### src/core/redundant_temp_voting_regs.vh
// Constants for the redundant coolant temperature voting block.
// Assumes a Wishbone slave with 8-bit byte addresses and 32-bit words.
`ifndef REDUNDANT_TEMP_VOTING_REGS_VH
`define REDUNDANT_TEMP_VOTING_REGS_VH

// Word indices of the registers; the byte address is four times the index.
`define RTV_IDX_CTRL 6'h00
`define RTV_IDX_STATUS 6'h01
`define RTV_IDX_COLD_TOL 6'h02
`define RTV_IDX_HOT_TOL 6'h03
`define RTV_IDX_FULL_DT 6'h04
`define RTV_IDX_BIAS 6'h08
`define RTV_IDX_DELTA 6'h14
`define RTV_IDX_AVG 6'h18
`define RTV_IDX_QUAL 6'h1C
`define RTV_IDX_END 6'h20

// Quality codes of a voted group.
`define RTV_Q_GOOD 2'h0
`define RTV_Q_POOR 2'h1
`define RTV_Q_BAD 2'h2

// Fixed-point layout: signed, fraction bits below the binary point.
`define RTV_FRAC_BITS 8
`define RTV_ONE 16'h0100

// Reset values of the agreement tolerances (2.0 degrees) and full-power delta (32.0).
`define RTV_COLD_TOL_RST 16'h0200
`define RTV_HOT_TOL_RST 16'h0200
`define RTV_FULL_DT_RST 16'h2000

// Field positions inside a loop quality word.
`define RTV_QF_COLD 1:0
`define RTV_QF_HOT 3:2
`define RTV_QF_POOR 8:4
`define RTV_QF_LOOP_STATUS_A 9
`define RTV_QF_FAIL 10

`endif

### src/core/redundant_temp_voting.v
// Redundant coolant temperature voting for four loops with a Wishbone register port.
// Assumes readings and flags are stable and synchronous to clock through the four loop cycles of a pass.
//
// Our own choices: the address map and the Wishbone interface to the registers.
`include "redundant_temp_voting_regs.vh"
`default_nettype none

module redundant_temp_voting #(
	parameter W = 16
) (
	// Clock and reset.
	input wire clock,
	input wire rst,
	// Wishbone slave.
	input wire wbCyc,
	input wire wbStb,
	input wire wbWe,
	input wire [7:0] wbAdr,
	input wire [3:0] wbSel,
	input wire [31:0] wbDatW,
	output reg [31:0] wbDatR,
	output reg wbAck,
	// Sensor inputs: per loop, cold 0..1 then hot 0..2, five slots per loop.
	input wire sampleStrobe,
	input wire [20*W-1:0] readings,
	input wire [19:0] inputBad,
	input wire [19:0] inputFlagB,
	input wire [19:0] inputLowScale,
	// Loop results.
	output reg [4*W-1:0] loopDelta,
	output reg [4*W-1:0] loopAverage,
	output reg [3:0] loopStatusA,
	output reg [3:0] sensorFailureStatus,
	output reg resultValid
);

	// Signed difference magnitude, one bit wider than the operands.
	function [W:0] absDiff;
		input [W-1:0] a;
		input [W-1:0] b;
		reg [W:0] d;
		begin
			d = {a[W-1], a} - {b[W-1], b};
			absDiff = d[W] ? (~d + {{W{1'b0}}, 1'b1}) : d;
		end
	endfunction

	// True when two values agree within the tolerance.
	function agree;
		input [W-1:0] a;
		input [W-1:0] b;
		input [W-1:0] tol;
		begin
			agree = absDiff(a, b) <= {1'b0, tol};
		end
	endfunction

	// Mean of two values, rounded toward minus infinity.
	function [W-1:0] mean2;
		input [W-1:0] a;
		input [W-1:0] b;
		reg [W:0] s;
		begin
			s = {a[W-1], a} + {b[W-1], b};
			mean2 = s[W:1];
		end
	endfunction

	// Byte-lane merge of a 16-bit register.
	function [15:0] laneWrite;
		input [15:0] old;
		input [15:0] data;
		input [1:0] sel;
		begin
			laneWrite[7:0] = sel[0] ? data[7:0] : old[7:0];
			laneWrite[15:8] = sel[1] ? data[15:8] : old[15:8];
		end
	endfunction

	// Configuration and result storage.
	reg [W-1:0] coldTol;
	reg [W-1:0] hotTol;
	reg [W-1:0] fullDt [0:3];
	reg [W-1:0] hotDetectorBias [0:11];
	reg [W-1:0] prevDelta [0:3];
	reg [W-1:0] deltaMem [0:3];
	reg [W-1:0] avgMem [0:3];
	reg [10:0] qualMem [0:3];
	reg busy;
	reg [1:0] loopIdx;
	integer k;
	integer j;
	integer m;

	// Bus decode.
	wire [5:0] wordIdx = wbAdr[7:2];
	wire busReq = wbCyc & wbStb & ~wbAck;
	wire busWr = busReq & wbWe;
	wire softStart = busWr & (wordIdx == `RTV_IDX_CTRL) & wbSel[0] & wbDatW[0];
	wire start = (sampleStrobe | softStart) & ~busy;
	wire [5:0] biasOff = wordIdx - `RTV_IDX_BIAS;
	wire [5:0] fullOff = wordIdx - `RTV_IDX_FULL_DT;

	// Slot selection for the loop under evaluation.
	wire [4:0] base = {loopIdx, 2'b00} + {3'b000, loopIdx};
	wire [3:0] biasBase = {loopIdx, 1'b0} + {2'b00, loopIdx};
	wire [W-1:0] cold0 = readings[base*W +: W];
	wire [W-1:0] cold1 = readings[(base+5'd1)*W +: W];
	wire cBad0 = inputBad[base];
	wire cBad1 = inputBad[base+5'd1];
	wire cDis0 = inputFlagB[base];
	wire cDis1 = inputFlagB[base+5'd1];

	// Cold group vote.
	reg [W-1:0] coldGroupValue;
	reg [1:0] coldQ;
	reg [1:0] coldPoor;
	always @* begin
		coldGroupValue = mean2(cold0, cold1);
		coldQ = `RTV_Q_BAD;
		coldPoor = 2'b00;
		if (cBad0 & cBad1) begin
			coldQ = `RTV_Q_BAD;
		end else if (cBad0 & cDis1) begin
			coldGroupValue = cold0;
		end else if (cBad1 & cDis0) begin
			coldGroupValue = cold1;
		end else if (cBad0 | cBad1) begin
			coldGroupValue = cBad0 ? cold1 : cold0;
			coldQ = `RTV_Q_POOR;
		end else if (cDis0 & cDis1) begin
			coldQ = `RTV_Q_BAD;
		end else if (cDis0 | cDis1) begin
			coldGroupValue = cDis0 ? cold1 : cold0;
			coldQ = `RTV_Q_POOR;
		end else if (agree(cold0, cold1, coldTol)) begin
			coldQ = `RTV_Q_GOOD;
		end else begin
			coldQ = `RTV_Q_BAD;
			coldPoor = 2'b11;
		end
	end

	// Power fraction from the previous sample of this loop.
	wire [W-1:0] lastDelta = prevDelta[loopIdx];
	wire [W-1:0] loopFullDt = fullDt[loopIdx];
	wire signed [W+`RTV_FRAC_BITS-1:0] fracNum = {lastDelta, {`RTV_FRAC_BITS{1'b0}}};
	wire signed [W+`RTV_FRAC_BITS-1:0] fracDen = {{`RTV_FRAC_BITS{loopFullDt[W-1]}}, loopFullDt};
	wire signed [W+`RTV_FRAC_BITS-1:0] fracQuot = fracNum / fracDen;
	wire [W-1:0] powerFrac = (loopFullDt == {W{1'b0}}) ? {W{1'b0}} : fracQuot[W-1:0];

	// Bias-corrected hot estimates.
	reg [W-1:0] est [0:2];
	reg [2:0] hGood;
	reg signed [2*W-1:0] prod;
	always @* begin
		prod = {2*W{1'b0}};
		for (j = 0; j < 3; j = j + 1) begin
			prod = $signed(powerFrac) * $signed(hotDetectorBias[biasBase + j[3:0]]);
			est[j] = readings[(base + 5'd2 + j[4:0])*W +: W]
				- prod[W+`RTV_FRAC_BITS-1:`RTV_FRAC_BITS];
			hGood[j] = ~inputBad[base + 5'd2 + j[4:0]] & ~inputFlagB[base + 5'd2 + j[4:0]];
		end
	end

	// Three-way mean and distances from it.
	wire [W+1:0] sum3 = {{2{est[0][W-1]}}, est[0]} + {{2{est[1][W-1]}}, est[1]}
		+ {{2{est[2][W-1]}}, est[2]};
	wire signed [W+1:0] three = {{W{1'b0}}, 2'h3};
	wire signed [W+1:0] quot3 = $signed(sum3) / three;
	wire [W-1:0] mean3 = quot3[W-1:0];
	wire [W:0] dev0 = absDiff(est[0], mean3);
	wire [W:0] dev1 = absDiff(est[1], mean3);
	wire [W:0] dev2 = absDiff(est[2], mean3);
	wire [W:0] hotLim = {1'b0, hotTol};

	// Hot group vote.
	reg [W-1:0] hotGroupValue;
	reg [1:0] hotQ;
	reg [2:0] hotPoor;
	reg [W-1:0] pa;
	reg [W-1:0] pb;
	reg [2:0] drop;
	always @* begin
		hotGroupValue = mean3;
		hotQ = `RTV_Q_BAD;
		hotPoor = 3'b000;
		pa = est[0];
		pb = est[1];
		drop = 3'b000;
		case (hGood)
			3'b000: begin
				hotQ = `RTV_Q_BAD;
			end
			3'b001, 3'b010, 3'b100: begin
				hotGroupValue = hGood[0] ? est[0] : (hGood[1] ? est[1] : est[2]);
				hotQ = `RTV_Q_BAD;
			end
			3'b011, 3'b101, 3'b110: begin
				pa = hGood[0] ? est[0] : est[1];
				pb = hGood[2] ? est[2] : est[1];
				hotGroupValue = mean2(pa, pb);
				if (agree(pa, pb, hotTol)) begin
					hotQ = `RTV_Q_GOOD;
				end else begin
					hotPoor = hGood;
				end
			end
			3'b111: begin
				if (dev0 <= hotLim && dev1 <= hotLim && dev2 <= hotLim) begin
					hotQ = `RTV_Q_GOOD;
				end else begin
					// Farthest goes; ties keep the lower index as the one dropped.
					if (dev0 >= dev1 && dev0 >= dev2) begin
						drop = 3'b001;
					end else if (dev1 >= dev2) begin
						drop = 3'b010;
					end else begin
						drop = 3'b100;
					end
					pa = drop[0] ? est[1] : est[0];
					pb = drop[2] ? est[1] : est[2];
					hotGroupValue = mean2(pa, pb);
					if (agree(pa, pb, hotTol)) begin
						hotQ = `RTV_Q_POOR;
						hotPoor = drop;
					end else begin
						hotPoor = 3'b111;
					end
				end
			end
			default: begin
				hotQ = `RTV_Q_BAD;
			end
		endcase
	end

	// Delta, average and alarm status of the loop.
	wire [W-1:0] deltaNow = hotGroupValue - coldGroupValue;
	wire [W:0] avgSum = {hotGroupValue[W-1], hotGroupValue} + {coldGroupValue[W-1], coldGroupValue};
	wire [W-1:0] avgNow = avgSum[W:1];
	wire coldAllLow = inputLowScale[base] & inputLowScale[base+5'd1];
	wire hotAllLow = inputLowScale[base+5'd2] & inputLowScale[base+5'd3]
		& inputLowScale[base+5'd4];
	wire failNow = ((coldQ == `RTV_Q_BAD) & ~coldAllLow) | ((hotQ == `RTV_Q_BAD) & ~hotAllLow);
	wire poorNow = ((coldQ == `RTV_Q_POOR) & ~coldAllLow) | ((hotQ == `RTV_Q_POOR) & ~hotAllLow);
	wire troubleNow = failNow | poorNow;
	wire [10:0] qualNow = {failNow, troubleNow, hotPoor, coldPoor, hotQ, coldQ};

	// Sequencer: one loop per cycle, four cycles per sample strobe.
	always @(posedge clock) begin
		resultValid <= 1'b0;
		if (rst) begin
			busy <= 1'b0;
			loopIdx <= 2'h0;
			loopDelta <= {4*W{1'b0}};
			loopAverage <= {4*W{1'b0}};
			loopStatusA <= 4'h0;
			sensorFailureStatus <= 4'h0;
			for (k = 0; k < 4; k = k + 1) begin
				prevDelta[k] <= {W{1'b0}};
				deltaMem[k] <= {W{1'b0}};
				avgMem[k] <= {W{1'b0}};
				qualMem[k] <= 11'h000;
			end
		end else if (start) begin
			busy <= 1'b1;
			loopIdx <= 2'h0;
		end else if (busy) begin
			prevDelta[loopIdx] <= deltaNow;
			deltaMem[loopIdx] <= deltaNow;
			avgMem[loopIdx] <= avgNow;
			qualMem[loopIdx] <= qualNow;
			loopDelta[loopIdx*W +: W] <= deltaNow;
			loopAverage[loopIdx*W +: W] <= avgNow;
			loopStatusA[loopIdx] <= troubleNow;
			sensorFailureStatus[loopIdx] <= failNow;
			loopIdx <= loopIdx + 2'h1;
			if (loopIdx == 2'h3) begin
				busy <= 1'b0;
				resultValid <= 1'b1;
			end
		end
	end

	// Register writes: tolerances, full-power deltas and detector biases.
	always @(posedge clock) begin
		if (rst) begin
			coldTol <= `RTV_COLD_TOL_RST;
			hotTol <= `RTV_HOT_TOL_RST;
			for (m = 0; m < 4; m = m + 1) begin
				fullDt[m] <= `RTV_FULL_DT_RST;
			end
			for (m = 0; m < 12; m = m + 1) begin
				hotDetectorBias[m] <= {W{1'b0}};
			end
		end else if (busWr) begin
			if (wordIdx == `RTV_IDX_COLD_TOL) begin
				coldTol <= laneWrite(coldTol, wbDatW[15:0], wbSel[1:0]);
			end
			if (wordIdx == `RTV_IDX_HOT_TOL) begin
				hotTol <= laneWrite(hotTol, wbDatW[15:0], wbSel[1:0]);
			end
			if (wordIdx >= `RTV_IDX_FULL_DT && wordIdx < `RTV_IDX_BIAS) begin
				fullDt[fullOff[1:0]] <= laneWrite(fullDt[fullOff[1:0]], wbDatW[15:0], wbSel[1:0]);
			end
			if (wordIdx >= `RTV_IDX_BIAS && wordIdx < `RTV_IDX_DELTA) begin
				hotDetectorBias[biasOff[3:0]] <= laneWrite(hotDetectorBias[biasOff[3:0]],
					wbDatW[15:0], wbSel[1:0]);
			end
		end
	end

	// Bus answer: one-cycle registered ack, unmapped words read as zero.
	always @(posedge clock) begin
		if (rst) begin
			wbAck <= 1'b0;
			wbDatR <= 32'h00000000;
		end else begin
			wbAck <= busReq;
			wbDatR <= 32'h00000000;
			if (busReq & ~wbWe) begin
				if (wordIdx == `RTV_IDX_STATUS) begin
					wbDatR <= {20'h00000, sensorFailureStatus, loopStatusA, 3'b000, busy};
				end else if (wordIdx == `RTV_IDX_COLD_TOL) begin
					wbDatR <= {16'h0000, coldTol};
				end else if (wordIdx == `RTV_IDX_HOT_TOL) begin
					wbDatR <= {16'h0000, hotTol};
				end else if (wordIdx >= `RTV_IDX_FULL_DT && wordIdx < `RTV_IDX_BIAS) begin
					wbDatR <= {16'h0000, fullDt[fullOff[1:0]]};
				end else if (wordIdx >= `RTV_IDX_BIAS && wordIdx < `RTV_IDX_DELTA) begin
					wbDatR <= {16'h0000, hotDetectorBias[biasOff[3:0]]};
				end else if (wordIdx >= `RTV_IDX_DELTA && wordIdx < `RTV_IDX_AVG) begin
					wbDatR <= {16'h0000, deltaMem[wordIdx[1:0]]};
				end else if (wordIdx >= `RTV_IDX_AVG && wordIdx < `RTV_IDX_QUAL) begin
					wbDatR <= {16'h0000, avgMem[wordIdx[1:0]]};
				end else if (wordIdx >= `RTV_IDX_QUAL && wordIdx < `RTV_IDX_END) begin
					wbDatR <= {21'h000000, qualMem[wordIdx[1:0]]};
				end
			end
		end
	end

endmodule // redundant_temp_voting
`default_nettype wire

### config.mk
export PLATFORM = sky130hd
export DESIGN_NAME = redundant_temp_voting
export DESIGN_NICKNAME = d
export VERILOG_FILES = /design/src/core/redundant_temp_voting.v
export VERILOG_INCLUDE_DIRS = /design/src /design/src/core
export SDC_FILE = /design/constraint.sdc
export NUM_CORES = 2
export LEC_CHECK = 0
export BUFFER_PORTS_ARGS = -buffer_cell sky130_fd_sc_hd__buf_2
export CAP_MARGIN = 40
export CORE_MARGIN = 5
export CORE_UTILIZATION = 44
export DETAILED_ROUTE_END_ITERATION = 16
export SETUP_SLACK_MARGIN = 0.02
export SLEW_MARGIN = 20
export SYNTH_ARGS = -nofsm -noshare
export SYNTH_HDL_FRONTEND = slang
export SYNTH_SLANG_ARGS = --single-unit
### constraint.sdc
create_clock -name clock -period 242.1 [get_ports clock]
set_input_delay 12.105 -clock clock [delete_from_list [all_inputs] [get_ports clock]]
set_output_delay 12.105 -clock clock [all_outputs]
set_load 0.005 [all_outputs]
### Yosys cells after proc, flatten, opt, wreduce, memory -nomap -nowiden

Memories as Yosys holds them, arrays and structs flattened. A register that Yosys moved wholly into a read port is not among the register bits.
Cells that the tools add are included.
W data, S select, Z words.

| cells by class | value |
|---|---|
| $add $sub $neg | 40 |
| $mul | 3 |
| divide/modulo/power cells | 2 |
| $lt $le $gt $ge | 28 |
| equal/unequal tests | 15 |
| shift-type cells | 8 |
| mux-type cells | 137 |
| bitwise operators | 47 |
| reductions and logical operators | 31 |

Operators by type and width:

| cell | count |
|---|---|
| $shiftx A320 B33 Y16 | 2 |
| $mux W16 | 27 |
| $shiftx A320 B10 Y16 | 1 |
| $shiftx A320 B11 Y16 | 1 |
| $shiftx A320 B12 Y16 | 1 |
| $bwmux W64 | 2 |
| $shiftx A16 B34 Y64 | 2 |
| $add A17 B1 Y17 const B | 6 |
| $le A17 B16 Y1 | 6 |
| $mux W17 | 6 |
| $not A17 Y17 | 6 |
| $sub A16 B16 Y17 | 6 |
| $add A16 B16 Y17 | 5 |
| $reduce_or A16 Y1 | 5 |
| $bmux W1 S5 | 15 |
| $mul A16 B16 Y24 | 3 |
| $shift A16 B34 Y64 const A | 1 |
| $sub A16 B16 Y16 | 4 |
| $mux W2 | 26 |
| $ge A17 B17 Y1 | 3 |
| $pmux W16 S3 | 1 |
| $lt A5 B6 Y1 const B | 7 |
| $mux W1 | 40 |
| $neg A6 Y34 | 1 |
| other kinds (55) | 134 |

| word-level totals | value |
|---|---|
| register bits | 205 |
| latch bits | 0 |
| bits in writable memories | 492 |
| ROM bits | 0 |
| output and inout port bits | 170 |
| memories | 6 |

Memories:

| memory | depth | bits a word | read ports | clocked after memory_dff | wr ports | line | source |
|---|---|---|---|---|---|---|---|
| hotDetectorBias | 12 | 16 | 4 | 0 | 12 | redundant_temp_voting.v:84 | `reg [W-1:0] hotDetectorBias [0:11];` |
| avgMem | 4 | 16 | 1 | 0 | 4 | redundant_temp_voting.v:87 | `reg [W-1:0] avgMem [0:3];` |
| deltaMem | 4 | 16 | 1 | 0 | 4 | redundant_temp_voting.v:86 | `reg [W-1:0] deltaMem [0:3];` |
| fullDt | 4 | 16 | 2 | 1 | 4 | redundant_temp_voting.v:83 | `reg [W-1:0] fullDt [0:3];` |
| prevDelta | 4 | 16 | 1 | 1 | 4 | redundant_temp_voting.v:85 | `reg [W-1:0] prevDelta [0:3];` |
| qualMem | 4 | 11 | 1 | 0 | 4 | redundant_temp_voting.v:88 | `reg [10:0] qualMem [0:3];` |

### Depth between registers and ports, before layout

| depth | value |
|---|---|
| depth in word-level cells | 31 |
| mapped depth | 521 |
| mapped depth without buffers | 489 |

### Least setup slack after synthesis

No wires, ideal clock.

| timing path | value |
|---|---|
| path type | reg2reg |
| from | register with a tool-made name |
| to | memory qualMem[0][9] (data pin) |
| arrival time | 92.734 ns |
| setup slack | 149.101 ns |
| cell stages (with the launch flop) | 501 |
| clock period less this slack | 92.999 ns |
| cell sequence | dfxtp_1 > buf_2 > buf_4 > mux4_2 > clkbuf_1 > inv_1 > clkbuf_1 > clkbuf_1 > ha_1 > inv_1 > nor2_1 > a31oi_1 > xnor2_1 > o2111ai_1 > nor2_1 > nand4_1 > nor2_1 > mux2i_1 > (+465 left out) > o21ai_0 > nand2b_1 > a21oi_1 > nor2b_1 > o21ai_0 > nand2b_1 > a21oi_1 > o21ai_0 > a21o_1 > a21o_1 > a21oi_1 > nor2_1 > a41o_1 > mux2_2 > a2bb2oi_4 > and3_1 > buf_2 > nor2_1 |

RTL lines:

| item | line |
|---|---|
| end: declaration | redundant_temp_voting.v:88 |

==> results.md <==
- Crit path DAT: 107.57 ns
- DP Wirelength: 310000 µm
- Clk buf depth: 3
- CTS H-Tree Depth: 3
- Largest net degree at the start of global routing: 125
- Vias/cell: 6.11
- Status: complete, no violations
- Sink Count: 679
- Via count: 86766
- Slew Viols, Final: 0
- Cell variety after synth: 131
- Initial antenna violation count: 96
- Reg2reg end: qualMem[1][9]
- Core ar.: 215000 µm²
- Initial Util: 0.443
- Final period util: 0.443
- CTS tree: yes
- Crit end category: flop
- FP Rows: 170
- CP dominant cell by count: o21a_1
- Number of flops mapped to enable cells by yosys: 488
- Die H: 475 µm
- Synth area leaders: edfxtp_1 (15%), fa_1 (12%), ha_1 (12%)
- Mapped Cells: 10669
- Share of flip-flops with an asynchronous set or reset: 0
- Global-route wire length before repair: 566000 µm
- Clk slew on worst S/H paths: 0.07 ns
- Synthesized area per cell: 8.93 µm²
- Synth Flop Type: edfxtp_1
- Cell taking the most area after synthesis: edfxtp_1
- Avg WL per Cell: 27.6 µm
- Cell Area, Synth: 95300 µm²
- Share of post-route cells with drive strength above 1: 0.159
- R2r worst-path depth: 486
- Num CTS Buffers: 70
- Worst hold path cell count: 2
- Max incr delay on CP: 0.87 ns
- Critical path class: flop to flop
- Post-CTS Setup Bufs: 0
- Worst Hold Launch: loopDelta[18]
- Die width: 475 µm
- Total track usage: 0.339
- Max cap viols: 0
- Die area: 226000 µm²
- Hold path endpoint: loopDelta[18]
- Area Overhead vs Synth: 11.0%
- Slowest CP cell: mux4_2
- Peak Freq: 9.33 MHz
- Top-area cell type share of the netlist area: 0.154
- I/O Pins: 600
- Final min period: 107.17 ns
- Sequential-to-total area share from yosys stat: 0.194
- Slew @ Worst Pin: 0.956 ns
- CP Launch Type: flop
- CP required: 242.50 ns
- R2r setup slk: 134.93 ns
- Slew HR: 0.356
- Nets: 13125
- Hold crit path type: flop to flop
- Vias in the first global route: 83822
- Clock latency on the worst-skew pair: 0.70 ns
- Post-CTS sizing: 0
- Final hold violations: 0
- Setup violators final: 0
- IO buf count: 563
- DRT iter0 DRCs: 9330
- Root buf cell: clkbuf_16
- Drc violations: 0
- Register bit total from synthesis: 679
- Final Skew: 0.0498 ns
- First-pass DRT Iterations: 6
- Grt ovf: 0
- Total Wirelength: 393000 µm
- Hold-fix buffers, CTS: 0
- Setup TNS: 0 ns
- RSZ-0062 raised after global routing: false
- Post-route ant nets: 0
- Yosys warning count: 0
- Routability-driven placement congestion ratio: 1.02
- Crit Path Max Fanout: 44
==> metal layers <==
layer | up-vias | global-route usage | routed length, µm
met5 | - | 0 | 289
met4 | 40 | 0.201 | 28400
met3 | 886 | 0.104 | 45100
met2 | 4587 | 0.499 | 166000
met1 | 42718 | 0.438 | 153000
li1 | 38535 | - | -
==> critical path, delay by kind of cell (launching register included) <==
kind,cells,cell delay (ns)
buf+inv,37,8.13
mux,17,6.25
simple gates,83,13.59
fa+ha+maj,44,14.75
xor+xnor,7,2.19
compound gates,298,61.33
flops,1,0.31
==> cell usage in the layout, fill, tap and decap left out, drive strengths merged, types with 45 or more instances in the layout <==
cell | synthesis | final
nor2 | 1601 | 1601
inv | 1150 | 1156
ha | 883 | 883
buf | 126 | 880
nand2 | 628 | 628
a21oi | 600 | 600
fa | 586 | 586
edfxtp | 488 | 488
xnor2 | 470 | 470
mux4 | 366 | 366
o21ai | 343 | 343
nor3 | 252 | 252
mux2i | 240 | 240
mux2 | 223 | 223
dfxtp | 191 | 191
o21a | 189 | 189
o21bai | 166 | 166
a22oi | 165 | 165
xor2 | 157 | 157
nand2b | 125 | 125
nand3 | 123 | 123
a21o | 120 | 120
conb | 2 | 116
or3 | 95 | 95
diode | 0 | 93
clkbuf | 391 | 93
nand4 | 82 | 82
nor2b | 79 | 79
or2 | 68 | 68
a211oi | 62 | 62
a31oi | 52 | 52
o31ai | 45 | 45
==> metrics by stage <==
stage	cells	hold WS (ns)	util	area (µm²)	setup slack (ns)
after global placement	13915	0.464	0.476	102000	136.10
after floorplan	10783	0.459	-	95800	149.10
final	14212	0.499	0.492	106000	134.93
after global routing	14188	0.525	0.492	106000	128.02
after detailed placement	13976	0.480	0.479	103000	136.52
after CTS	14103	0.497	0.490	105000	135.96
==> flip-flops by register name, summed over array words and instances, names as in the netlist, named ones only <==
name                 cells
resultValid              1
wbDatR                  16
qualMem                 40
wbAck                    1
busy                     1
prevDelta               64
loopDelta               64
loopAverage             64
hotTol                  16
fullDt                  64
coldTol                 16
sensorFailureStatus      4
hotDetectorBias        256
loopStatusA              4
loopIdx                  2
avgMem                  64
==> layout make-up <==
| cell class | instances | area, µm² |
|---|---|---|
| repair buffers | 888 | 5480 |
| clock buffers | 86 | 1870 |
| diodes | 93 | 233 |
| multi-input cells | 8428 | 71200 |
| flip-flops and latches | 679 | 18500 |
| fillers | 20232 | 109000 |
| inverters | 1159 | 4350 |
| clock inverters | 41 | 641 |
| well taps | 2838 | 3550 |
==> cells in the mapped netlist, drive strengths merged (95+ instances only) <==
master,count
a22oi,165
o21bai,166
nand2,628
o21ai,343
dfxtp,191
nor3,252
ha,883
buf,126
nand3,123
xor2,157
a21oi,600
mux2,223
nand2b,125
mux2i,240
mux4,366
clkbuf,391
xnor2,470
nor2,1601
a21o,120
inv,1150
o21a,189
edfxtp,488
or3,95
fa,586
==> how the worst max path moves through the flow <==
stage          startpoint             to  cells past startpoint
2_1_floorplan        flop  qualMem[0][9]                    500
3_3_place_gp         flop  qualMem[0][9]                    484
3_5_place_dp         flop  qualMem[1][9]                    489
4_1_cts              flop  qualMem[1][9]                    489
5_1_grt              flop  qualMem[3][9]                    492
6_report             flop  qualMem[1][9]                    486
==> cell families (layout without fill, tap and decap cells) <==
family	after synthesis	in the layout	share of synthesized area
AND/OR/NAND/NOR	3246	3246	0.152
multiplexers	829	829	0.138
AO/OA/AOI/OAI	2127	2127	0.149
flip-flops	679	679	0.194
XOR/XNOR	632	632	0.0593
buffers and inverters	1676	2174	0.0676
other	2	209	0.0000788
adder cells (fa/ha/maj)	1478	1478	0.240
Power is left out: the tool's default activity adds up to more than one toggle a clock period on the data nets, which glitch-free logic cannot reach.
